`config.mk`:
```
export PLATFORM = sky130hd
export DESIGN_NAME = serial_link_control_channel
export DESIGN_NICKNAME = d
export VERILOG_FILES = /design/src/hdl/link_ctrl_pkg.sv /design/src/hdl/serial_link_control_channel.sv
export VERILOG_INCLUDE_DIRS = /design/src /design/src/hdl
export SDC_FILE = /design/constraint.sdc
export NUM_CORES = 1
export LEC_CHECK = 0
export BUFFER_PORTS_ARGS = -buffer_cell sky130_fd_sc_hd__buf_2
export CAP_MARGIN = 20
export CORE_MARGIN = 4
export CORE_UTILIZATION = 53
export DETAILED_ROUTE_END_ITERATION = 16
export GPL_TIMING_DRIVEN = 0
export PLACE_DENSITY_LB_ADDON = 0.08
export SLEW_MARGIN = 20
export SYNTH_ARGS = -nofsm -noshare
export SYNTH_HDL_FRONTEND = slang
export SYNTH_SLANG_ARGS = --single-unit
```
`constraint.sdc`:
```
create_clock -name clk -period 7.95 [get_ports clk]
set_input_delay 1.1925 -clock clk [delete_from_list [all_inputs] [get_ports clk]]
set_output_delay 1.1925 -clock clk [all_outputs]
set_load 0.005 [all_outputs]
```
`src/hdl/link_ctrl_map.svh`:
```
`ifndef LINK_CTRL_MAP_SVH
`define LINK_CTRL_MAP_SVH
`define SYNC_FRAME     8'h54
`define CLOSE_DEFAULT  8'hFF
`define RETRY_LIMIT    6'h3E
`define LONG_SYNC      15'h4402
`define SHORT_SYNC_LO  15'h0222
`define SHORT_SYNC_HI  15'h0442
`define OVERHEAD_MAX   11'h578
`define BOUNDARY_BITS  14
`define PIN_IDLE       4'h7
`define OWN_ADDR_RST   7'h7D
`endif

```
`src/hdl/link_ctrl_pkg.sv`:
```
package link_ctrl_pkg;
  typedef enum logic [2:0] {
    P_VIDEO     = 3'b000,
    P_ENTRY     = 3'b001,
    P_OPEN      = 3'b010,
    P_HANDSHAKE = 3'b011,
    P_SYNC      = 3'b100
  } phase_t;
  typedef enum logic [1:0] {
    I_IDLE  = 2'b00,
    I_START = 2'b01,
    I_BIT   = 2'b10,
    I_STOP  = 2'b11
  } i2c_st_t;
  typedef struct packed {
    logic       link_enable;
    logic       iface_select;
    logic [6:0] own_addr;
    logic [7:0] closing_code;
  } cfg_t;
  typedef struct packed {
    logic [23:0] start_lim;
    logic [23:0] idle_lim;
    logic [23:0] hold_lim;
  } limits_t;
endpackage

```
`src/hdl/serial_link_control_channel.sv`:
```
// Behaviour
// - decode errors over threshold drop lock; no lock frame is returned
// - missing lock frame after control phase makes a long sync pattern
// - strap high: 62 failed syncs clear serialize enable, channel stays open
// - lock low while unlocked, high while locked; dropped in handshake if no lock frame returns
// - control phase holds PLL, keeps clock, freezes data and line sync
// - control phase flag high in control phase, low in video
// - programmed frame sync edge ends video and opens control phase
// - after eight open cycles frame sync may drop without closing
// - base mode: own address programs locally, others go to I2C converter
// - peripheral link enable low stops forwarding; SDA and SCL idle
// - start timer on flag rise; activity swaps to idle timer, never both
// - timers count up and close at limit; activity restarts idle timer
// - closing frame closes channel within 2 to 3 bit times; default FF
// - error frame sent only when closed by closing frame
// - entry overhead at most 1400 cycles; waits for spread center
// - converter is fast and reorders LSB-first bytes to MSB-first
// - SDA and SCL driven low only; released for local or disabled traffic
// - select 0 with enable 1 enters bypass, held until hold timer expires
// - bypass: host or peripheral activity restarts timers; base: host only
// - bypass blocks programming, I2C path and closing frame
// - expired hold timer at close returns next phase to base mode
// - UART frame: start low, eight LSB-first bits, even parity, stop high
`timescale 1ns/100ps
`include "link_ctrl_map.svh"
module serial_link_control_channel #(
  parameter int DW         = 18,
  parameter int BIT_CYCLES = 500,
  parameter int HS_WINDOW  = 64
) (
  input  wire logic                  clk,
  input  wire logic                  rst,
  input  wire logic                  frame_sync_in,
  input  wire logic                  sync_edge_rising,
  input  wire logic                  ecu_rx,
  input  wire logic                  periph_rx,
  input  wire logic                  sda_i,
  input  wire logic                  spread_centered,
  input  wire logic                  dec_err_over,
  input  wire logic                  lock_frame_in,
  input  wire logic                  remote_wake_strap,
  input  wire logic                  prate_hi,
  input  wire logic                  cfg_write,
  input  wire link_ctrl_pkg::cfg_t    cfg_in,
  input  wire logic                  enable_write,
  input  wire logic                  enable_value,
  input  wire link_ctrl_pkg::limits_t limits,
  input  wire logic [DW-1:0]         video_in,
  input  wire logic                  hsync_in,
  output logic                       ctrl_phase_flag,
  output logic                       pll_hold,
  output logic                       lock_out,
  output logic                       lock_frame_out,
  output logic                       error_frame_out,
  output logic                       long_sync_out,
  output logic                       serialize_enable_bit,
  output logic                       bypass,
  output logic                       local_wr_valid,
  output logic [7:0]                 local_wr_data,
  output logic                       sda_o,
  output logic                       sda_oe,
  output logic                       scl_o,
  output logic                       scl_oe,
  output logic                       i2c_nack,
  output logic                       parity_err,
  output logic [DW-1:0]              video_out,
  output logic                       hsync_out
);
  localparam logic [15:0] BITC      = 16'(BIT_CYCLES);
  localparam logic [15:0] HALF      = 16'(BIT_CYCLES / 2);
  localparam int          BOUND_CYC = `BOUNDARY_BITS * BIT_CYCLES;

  // ==========================================================
  // pin synchronisers
  logic [3:0] meta;
  logic [3:0] sy;
  logic [3:0] dly;
  always_ff @(posedge clk or posedge rst) begin
    if (rst) begin
      meta <= `PIN_IDLE;
      sy   <= `PIN_IDLE;
      dly  <= `PIN_IDLE;
    end else begin
      meta <= {frame_sync_in, ecu_rx, periph_rx, sda_i};
      sy   <= meta;
      dly  <= sy;
    end
  end
  logic fs_edge;
  logic ecu_fall;
  logic periph_fall;
  assign fs_edge     = sync_edge_rising ? (sy[3] & ~dly[3]) : (~sy[3] & dly[3]);
  assign ecu_fall    = dly[2] & ~sy[2];
  assign periph_fall = dly[1] & ~sy[1];

  // ==========================================================
  // host UART receiver
  logic        rx_busy;
  logic        rx_done;
  logic [15:0] rx_cnt;
  logic [3:0]  rx_idx;
  logic [10:0] rx_sh;
  always_ff @(posedge clk or posedge rst) begin
    if (rst) begin
      rx_busy <= 1'b0;
      rx_done <= 1'b0;
      rx_cnt  <= 16'h0000;
      rx_idx  <= 4'h0;
      rx_sh   <= 11'h7FF;
    end else begin
      rx_done <= 1'b0;
      if (!rx_busy) begin
        if (ecu_fall) begin
          rx_busy <= 1'b1;
          rx_cnt  <= HALF;
          rx_idx  <= 4'h0;
        end
      end else if (rx_cnt == 16'h0000) begin
        rx_cnt <= BITC - 16'h0001;
        rx_sh  <= {sy[2], rx_sh[10:1]};
        if (rx_idx == 4'hA) begin
          rx_busy <= 1'b0;
          rx_done <= 1'b1;
        end else begin
          rx_idx <= rx_idx + 4'h1;
        end
      end else begin
        rx_cnt <= rx_cnt - 16'h0001;
      end
    end
  end
  logic [7:0] rx_data;
  logic       par_ok;
  logic       byte_ok;
  assign rx_data = rx_sh[8:1];
  assign par_ok  = ~(^rx_sh[9:1]);
  assign byte_ok = rx_done & rx_sh[10] & ~rx_sh[0] & par_ok;

  // ==========================================================
  // packet boundary and address routing
  logic [19:0]         idle_cnt;
  logic                boundary;
  logic [1:0]          byte_idx;
  logic                pkt_local;
  link_ctrl_pkg::cfg_t cfg;
  link_ctrl_pkg::phase_t phase;
  assign boundary = (idle_cnt == 20'(BOUND_CYC - 1)) & sy[2] & ~rx_busy;
  always_ff @(posedge clk or posedge rst) begin
    if (rst) begin
      idle_cnt  <= 20'h0_0000;
      byte_idx  <= 2'h0;
      pkt_local <= 1'b0;
    end else begin
      if (rx_busy || !sy[2] || boundary) idle_cnt <= 20'h0_0000;
      else idle_cnt <= idle_cnt + 20'h0_0001;
      if (boundary) begin
        byte_idx <= 2'h0;
      end else if (byte_ok) begin
        if (byte_idx != 2'h2) byte_idx <= byte_idx + 2'h1;
        if (byte_idx == 2'h1) pkt_local <= (rx_data[7:1] == cfg.own_addr);
      end
    end
  end
  logic in_open;
  logic base_ok;
  logic addr_hit;
  logic close_hit;
  logic fwd;
  assign in_open  = (phase == link_ctrl_pkg::P_OPEN);
  assign base_ok  = in_open & ~bypass;
  assign addr_hit = (rx_data[7:1] == cfg.own_addr);
  assign close_hit = byte_ok & base_ok & (byte_idx == 2'h0) & (rx_data == cfg.closing_code);
  assign fwd      = byte_ok & base_ok & cfg.link_enable & cfg.iface_select &
                    (((byte_idx == 2'h1) & ~addr_hit) | ((byte_idx == 2'h2) & ~pkt_local));
  always_ff @(posedge clk or posedge rst) begin
    if (rst) begin
      local_wr_valid <= 1'b0;
      local_wr_data  <= 8'h00;
    end else begin
      local_wr_valid <= byte_ok & base_ok & (byte_idx == 2'h2) & pkt_local;
      local_wr_data  <= rx_data;
    end
  end

  // ==========================================================
  // configuration and bypass
  always_ff @(posedge clk or posedge rst) begin
    if (rst) begin
      cfg <= '{link_enable: 1'b1, iface_select: 1'b1, own_addr: `OWN_ADDR_RST, closing_code: `CLOSE_DEFAULT};
    end else if (cfg_write && !bypass) begin
      cfg <= cfg_in;
    end
  end
  logic        close_now;
  logic        hold_done;
  logic [23:0] hold_cnt;
  logic        activity;
  assign activity = in_open & (ecu_fall | (bypass & periph_fall));
  always_ff @(posedge clk or posedge rst) begin
    if (rst) begin
      bypass    <= 1'b0;
      hold_cnt  <= 24'h00_0000;
      hold_done <= 1'b0;
    end else begin
      if (cfg_write && !bypass && cfg_in.link_enable && !cfg_in.iface_select) begin
        bypass    <= 1'b1;
        hold_cnt  <= 24'h00_0000;
        hold_done <= 1'b0;
      end else if (close_now && bypass && hold_done) begin
        bypass <= 1'b0;
      end else if (bypass && in_open) begin
        if (activity) begin
          hold_cnt  <= 24'h00_0000;
          hold_done <= 1'b0;
        end else if (!hold_done) begin
          hold_cnt  <= hold_cnt + 24'h00_0001;
          hold_done <= (hold_cnt + 24'h00_0001) >= limits.hold_lim;
        end
      end
    end
  end

  // ==========================================================
  // start and idle timers share one counter, so they never run together
  logic [23:0] tmr_cnt;
  logic        tmr_idle;
  logic        tmr_exp;
  assign tmr_exp   = serialize_enable_bit &
                     (tmr_cnt >= (tmr_idle ? limits.idle_lim : limits.start_lim));
  assign close_now = in_open & serialize_enable_bit & ~activity & (tmr_exp | close_hit);
  always_ff @(posedge clk or posedge rst) begin
    if (rst) begin
      tmr_cnt  <= 24'h00_0000;
      tmr_idle <= 1'b0;
    end else if (!in_open) begin
      tmr_cnt  <= 24'h00_0000;
      tmr_idle <= 1'b0;
    end else if (activity) begin
      tmr_cnt  <= 24'h00_0000;
      tmr_idle <= 1'b1;
    end else if (!tmr_exp) begin
      tmr_cnt <= tmr_cnt + 24'h00_0001;
    end
  end

  // ==========================================================
  // phase sequencing
  logic [10:0] ovh;
  logic [14:0] pat_cnt;
  logic [15:0] hs_cnt;
  logic [5:0]  fails;
  always_ff @(posedge clk or posedge rst) begin
    if (rst) begin
      phase                <= link_ctrl_pkg::P_VIDEO;
      ovh                  <= 11'h000;
      pat_cnt              <= 15'h0000;
      hs_cnt               <= 16'h0000;
      fails                <= 6'h00;
      serialize_enable_bit <= 1'b1;
      lock_frame_out       <= 1'b0;
      error_frame_out      <= 1'b0;
      long_sync_out        <= 1'b0;
    end else begin
      lock_frame_out  <= 1'b0;
      error_frame_out <= 1'b0;
      if (enable_write && !bypass) serialize_enable_bit <= enable_value;
      unique case (phase)
        link_ctrl_pkg::P_VIDEO: begin
          ovh <= 11'h000;
          if (!serialize_enable_bit) phase <= link_ctrl_pkg::P_OPEN;
          else if (fs_edge) phase <= link_ctrl_pkg::P_ENTRY;
        end
        link_ctrl_pkg::P_ENTRY: begin
          ovh <= ovh + 11'h001;
          if (spread_centered || ovh == `OVERHEAD_MAX - 11'h001) phase <= link_ctrl_pkg::P_OPEN;
        end
        link_ctrl_pkg::P_OPEN: begin
          // frame sync is not watched here, so it may drop freely
          if (close_now) begin
            phase           <= link_ctrl_pkg::P_HANDSHAKE;
            hs_cnt          <= 16'h0000;
            lock_frame_out  <= lock_out;
            error_frame_out <= close_hit;
          end
        end
        link_ctrl_pkg::P_HANDSHAKE: begin
          hs_cnt <= hs_cnt + 16'h0001;
          if (lock_frame_in) begin
            phase         <= link_ctrl_pkg::P_SYNC;
            pat_cnt       <= prate_hi ? `SHORT_SYNC_HI : `SHORT_SYNC_LO;
            long_sync_out <= 1'b0;
            fails         <= 6'h00;
          end else if (hs_cnt == 16'(HS_WINDOW - 1)) begin
            if (remote_wake_strap && fails == `RETRY_LIMIT - 6'h01) begin
              serialize_enable_bit <= 1'b0;
              fails                <= 6'h00;
              phase                <= link_ctrl_pkg::P_OPEN;
            end else begin
              fails         <= fails + 6'h01;
              phase         <= link_ctrl_pkg::P_SYNC;
              pat_cnt       <= `LONG_SYNC;
              long_sync_out <= 1'b1;
            end
          end
        end
        link_ctrl_pkg::P_SYNC: begin
          pat_cnt <= pat_cnt - 15'h0001;
          if (pat_cnt == 15'h0001) begin
            phase         <= link_ctrl_pkg::P_VIDEO;
            long_sync_out <= 1'b0;
          end
        end
        default: phase <= link_ctrl_pkg::P_VIDEO;
      endcase
    end
  end

  // ==========================================================
  // lock, flag and frozen video
  always_ff @(posedge clk or posedge rst) begin
    if (rst) begin
      lock_out <= 1'b0;
    end else if (dec_err_over) begin
      lock_out <= 1'b0;
    end else if (phase == link_ctrl_pkg::P_HANDSHAKE && hs_cnt == 16'(HS_WINDOW - 1) && !lock_frame_in) begin
      lock_out <= 1'b0;
    end else if (phase == link_ctrl_pkg::P_SYNC && pat_cnt == 15'h0001) begin
      lock_out <= 1'b1;
    end
  end
  always_ff @(posedge clk or posedge rst) begin
    if (rst) begin
      ctrl_phase_flag <= 1'b0;
      pll_hold        <= 1'b0;
    end else begin
      ctrl_phase_flag <= (phase != link_ctrl_pkg::P_VIDEO) && (phase != link_ctrl_pkg::P_ENTRY);
      pll_hold        <= (phase != link_ctrl_pkg::P_VIDEO);
    end
  end
  always_ff @(posedge clk or posedge rst) begin
    if (rst) begin
      video_out <= '0;
      hsync_out <= 1'b0;
    end else if (phase == link_ctrl_pkg::P_VIDEO || phase == link_ctrl_pkg::P_ENTRY) begin
      video_out <= video_in;
      hsync_out <= hsync_in;
    end
  end
  always_ff @(posedge clk or posedge rst) begin
    if (rst) parity_err <= 1'b0;
    // a bad frame in the entry cycle must not be lost, so set wins
    else if (rx_done && !par_ok) parity_err <= 1'b1;
    else if (phase == link_ctrl_pkg::P_ENTRY) parity_err <= 1'b0;
  end

  // ==========================================================
  // I2C master: one bit per UART bit time, SCL low in first half
  link_ctrl_pkg::i2c_st_t i2c_st;
  logic        i2c_open;
  logic [15:0] i2c_cnt;
  logic [3:0]  i2c_bits;
  logic [8:0]  i2c_sh;
  always_ff @(posedge clk or posedge rst) begin
    if (rst) begin
      i2c_st   <= link_ctrl_pkg::I_IDLE;
      i2c_open <= 1'b0;
      i2c_cnt  <= 16'h0000;
      i2c_bits <= 4'h0;
      i2c_sh   <= 9'h1FF;
      i2c_nack <= 1'b0;
    end else begin
      unique case (i2c_st)
        link_ctrl_pkg::I_IDLE: begin
          i2c_cnt <= BITC - 16'h0001;
          if (fwd) begin
            i2c_sh   <= {rx_data, 1'b1};
            i2c_bits <= 4'h8;
            i2c_st   <= i2c_open ? link_ctrl_pkg::I_BIT : link_ctrl_pkg::I_START;
            i2c_open <= 1'b1;
          end else if (i2c_open && (boundary || !cfg.link_enable)) begin
            i2c_st <= link_ctrl_pkg::I_STOP;
          end
        end
        link_ctrl_pkg::I_START: begin
          i2c_cnt <= i2c_cnt - 16'h0001;
          if (i2c_cnt == 16'h0000) begin
            i2c_cnt <= BITC - 16'h0001;
            i2c_st  <= link_ctrl_pkg::I_BIT;
          end
        end
        link_ctrl_pkg::I_BIT: begin
          i2c_cnt <= i2c_cnt - 16'h0001;
          if (i2c_cnt == 16'h0000) begin
            i2c_cnt <= BITC - 16'h0001;
            i2c_sh  <= {i2c_sh[7:0], 1'b1};
            if (i2c_bits == 4'h0) begin
              i2c_nack <= sy[0];
              i2c_st   <= link_ctrl_pkg::I_IDLE;
            end else begin
              i2c_bits <= i2c_bits - 4'h1;
            end
          end
        end
        link_ctrl_pkg::I_STOP: begin
          i2c_cnt <= i2c_cnt - 16'h0001;
          if (i2c_cnt == 16'h0000) begin
            i2c_open <= 1'b0;
            i2c_st   <= link_ctrl_pkg::I_IDLE;
          end
        end
      endcase
    end
  end
  // open drain: only ever pull low, otherwise release
  always_ff @(posedge clk or posedge rst) begin
    if (rst) begin
      sda_oe <= 1'b0;
      scl_oe <= 1'b0;
      sda_o  <= 1'b0;
      scl_o  <= 1'b0;
    end else begin
      sda_o <= 1'b0;
      scl_o <= 1'b0;
      unique case (i2c_st)
        link_ctrl_pkg::I_IDLE: begin
          sda_oe <= 1'b0;
          scl_oe <= i2c_open;
        end
        link_ctrl_pkg::I_START: begin
          sda_oe <= 1'b1;
          scl_oe <= 1'b0;
        end
        link_ctrl_pkg::I_BIT: begin
          sda_oe <= ~i2c_sh[8];
          scl_oe <= (i2c_cnt >= HALF);
        end
        link_ctrl_pkg::I_STOP: begin
          sda_oe <= (i2c_cnt >= HALF);
          scl_oe <= 1'b0;
        end
      endcase
    end
  end

  // ==========================================================
  // checks
  video_flag_a: assert property (@(posedge clk) disable iff (rst)
    (phase == link_ctrl_pkg::P_VIDEO && $past(phase) == link_ctrl_pkg::P_VIDEO) |-> !ctrl_phase_flag)
    else $error("flag high in video");
  open_hold_a: assert property (@(posedge clk) disable iff (rst)
    $rose(ctrl_phase_flag) |-> ctrl_phase_flag [*8]) else $error("channel shut before eight cycles");
  entry_bound_a: assert property (@(posedge clk) disable iff (rst)
    phase == link_ctrl_pkg::P_ENTRY |-> ovh < `OVERHEAD_MAX) else $error("entry overhead too long");
  data_freeze_a: assert property (@(posedge clk) disable iff (rst)
    (in_open && $past(in_open)) |-> ($stable(video_out) && $stable(hsync_out))) else $error("video moved");
  lock_drop_a: assert property (@(posedge clk) disable iff (rst)
    dec_err_over |=> !lock_out) else $error("lock kept after errors");
  lock_frame_a: assert property (@(posedge clk) disable iff (rst)
    lock_frame_out |-> $past(lock_out)) else $error("lock frame while unlocked");
  frame_close_a: assert property (@(posedge clk) disable iff (rst)
    (close_hit && serialize_enable_bit) |=> phase == link_ctrl_pkg::P_HANDSHAKE) else $error("closing frame ignored");
  err_frame_a: assert property (@(posedge clk) disable iff (rst)
    error_frame_out |-> $past(close_hit)) else $error("error frame without closing frame");
  bypass_block_a: assert property (@(posedge clk) disable iff (rst)
    ($past(bypass) && bypass) |-> !local_wr_valid) else $error("programming in bypass");
  i2c_release_a: assert property (@(posedge clk) disable iff (rst)
    (i2c_st == link_ctrl_pkg::I_IDLE && !i2c_open) |=> (!sda_oe && !scl_oe)) else $error("bus held while idle");
endmodule

```
==> results.py <==
metrics = {
    "placement": {
        "placed_cell_area_sq_um": 15300,
        "place_ws_ns": 3.78,
        "hpwlAfterDp_microns": 23800,
        "gp_congestion": 0.813,
        "port_buffers": 161,
    },
    "detailed_routing": {
        "dr_total_vias": 11100,
        "via_per_inst": 5.54,
        "ant_nets": 0,
        "drtIter0Drc": 626,
        "drc": 0,
        "drt_first_pass_iters": 5,
        "routed_wl_microns": 32200,
        "wl_per_cell_microns": 16.0,
    },
    "global_routing": {
        "grt-ovfl-total": 0,
        "antenna_found_initial": 2,
        "grt_usage_pct": 22.1,
        "grt_max_degree": 34,
        "grt_pass1_vias": 10900,
        "grt_pass1_wl_microns": 53600,
    },
    "min_path": {
        "hold_class": "register to register",
        "hold_path_end": "sy[3]",
        "min_from": "meta[3]",
        "whs_path_depth": 0,
    },
    "final_layout": {
        "fill_cells": 2154,
        "area_growth_pct": 17.6,
        "fin_area_sq_um": 16300,
        "drive_gt1_share_pct": 19.3,
        "num-nets-final": 1855,
    },
    "worst_setup_path": {
        "path_cells": "clkbuf_1 > clkbuf_1 > mux2i_1 > ha_1 > nand4_1 > nor3_1 > nor3_1 > o311a_1 > a21oi_1 > buf_2 > buf_2 > o21ai_0 > a21oi_1",
        "slowest_delay_ns": 0.58,
        "rr_worst_depth": 13,
        "worstPathArrival_ns": 4.66,
        "timing.rr.start": "tmr_idle",
        "r2r_end": "tmr_cnt[15]",
        "end_kind": "register",
        "cp.required_ns": 8.42,
        "critPathKind": "register to register",
        "cp-start-kind": "register",
        "critPathMaxFanout": 10,
        "cp_slowest_cell": "clkbuf_1",
        "rrSetupSlack_ns": 3.76,
    },
    "synthesis": {
        "synth_top_cells_by_count": "nand2_1, dfrtp_1, nor2_1",
        "yosysSeqAreaShare_pct": 46.6,
        "ys_types": 78,
        "ys_warn_count": 0,
        "synth_edf_count": 0,
        "synth_area_leaders": "dfrtp_1, dfstp_2, ha_1",
        "postSynth.asyncResetShare_pct": 100,
        "syn_area_per_cell_sq_um": 9.53,
        "synth_most_common_cell": "nand2_1",
        "synth_flop_cell": "dfrtp_1",
        "postSynthCellCount": 1455,
        "synthesis.area_sq_um": 13900,
        "synth-seq-cells": 256,
        "yosysTopAreaCell": "dfrtp_1",
        "yosysTopAreaCellShare_pct": 38.3,
    },
    "timing": {
        "fin_hold_ws_ns": 0.347,
        "clock.fmax_mhz": 239,
        "period_share_pct": 52.7,
        "setup_viol": 0,
        "fin_setup_tns_ns": 0,
        "worst_slew_pin_slew_ns": 1.10,
        "finalMaxSlewViolations": 0,
        "relSlewSlack_pct": 26.1,
        "rsz0062_at_grt": "no",
        "finalHoldViolCount": 0,
        "min_period_ns": 4.19,
        "finClkSkew_ns": 0.0138,
        "finalWorstSetupSlack_ns": 3.76,
    },
    "clock_network": {
        "clock_sinks": 256,
        "cts_hold_buf": 0,
        "cts_setup_buffers": 0,
        "clock_latency_ns": 0.56,
        "clk_path_buf_depth": 3,
        "cts.reportedPaths.clkPinSlew_ns": 0.06,
        "root_buffer": "clkbuf_16",
        "numCtsBuffers": 29,
        "htree_levels": 1,
        "cts_resized": 0,
        "cts_tree": "built",
    },
    "floorplan": {
        "core-area_sq_um": 25500,
        "start_util_pct": 54.4,
        "dieHeight_microns": 170,
        "die_w_microns": 170,
        "die_area_sq_um": 28800,
        "io_pins": 165,
        "num_rows": 58,
    },
    "power": {
        "powerDensity_nw_per_um2": 253,
        "p_leak_nw": 7.34,
        "p_total_mw": 4.13,
        "vdd_drop_max_mv": 0.240,
    },
    "run_status": {
        "status": "finished clean",
    },
    "run": {
        "max_cap_violations": 0,
    },
}
through the flow:
| step | util, % | std cells |
|---|---|---|
| detailed placement | 60.0 | 1957 |
| finish | 64.0 | 2013 |
| floorplan | - | 1456 |
| CTS | 64.0 | 2011 |
| global placement | 59.3 | 1947 |
| global route | 64.0 | 2012 |
power breakdown:
group          internal (mW)  leakage (nW)  switching [mW]
clock                  0.825         0.506           0.555
combinational          0.417          3.63           0.581
sequential              1.56          3.21           0.192
total                   2.80          7.34            1.33
logic make-up (layout without fill, tap and decap cells):
family	Yosys count	in the layout	synth area share, %
flops	256	256	46.6
compound gates	262	262	11.4
xor+xnor	102	102	6.80
other cells	1	4	0.0270
mux	60	60	4.55
buf+inv	121	346	3.65
fa+ha+maj	74	74	6.68
simple gates	579	579	20.3
cell usage in the layout, fill, tap and decap left out, types with 21 or more instances in the layout:
cell type  instances
nand2_1          216
dfrtp_1          212
buf_2            173
nor2_1           114
o21ai_0          110
ha_1              74
nand3_1           60
inv_1             59
xnor2_1           58
a21oi_1           56
dfstp_2           44
clkbuf_1          42
xor2_1            39
mux2i_1           39
clkbuf_16         32
nor3_1            26
nand4_1           25
o31ai_1           21
sequential cells by signal, indices dropped and copies added, names as in the netlist, 15 cells and up:
| name | cells |
|---|---|
| video_out | 18 |
| rx_cnt | 16 |
| tmr_cnt | 24 |
| cfg | 17 |
| idle_cnt | 20 |
| hold_cnt | 24 |
| hs_cnt | 16 |
| i2c_cnt | 16 |
| pat_cnt | 15 |
layer usage:
| metal | share of wire (%) | wire length, microns | GRT usage, % |
|---|---|---|---|
| met4 | 1.6 | 527 | 4.24 |
| met2 | 46 | 14800 | 35.8 |
| met5 | 0.022 | 7 | 0 |
| met3 | 5.7 | 1830 | 3.31 |
| met1 | 47 | 15100 | 32.1 |
critical path, delay by kind of cell (launching register included):
family | cells | cell delay (ns)
compound gates | 4 | 1.13
fa+ha+maj | 1 | 0.34
simple gates | 3 | 0.44
buf+inv | 4 | 1.61
mux | 1 | 0.22
flops | 1 | 0.36
layout make-up:
cell class / instances / area (sq um) / share of cell area [%]
clock inverter: 7 / 51.3 / 0.315
sequential: 256 / 6460 / 39.6
buffer: 60 / 278 / 1.70
timing repair buffer: 171 / 1010 / 6.17
clock buffer: 47 / 957 / 5.87
multi-input combinational: 1079 / 6900 / 42.3
tap: 330 / 413 / 2.53
antenna: 2 / 5.00 / 0.0307
inverter: 61 / 233 / 1.43
how the worst max path moves through the flow:
stage / endpoint / from
after global placement: pat_cnt[3] / rst
after floorplan: bypass / rst
after global routing: tmr_cnt[15] / tmr_idle
after detailed placement: tmr_cnt[15] / tmr_idle
after CTS: tmr_cnt[15] / tmr_idle
final: tmr_cnt[15] / tmr_idle
Power figures use the tool's default switching activity.
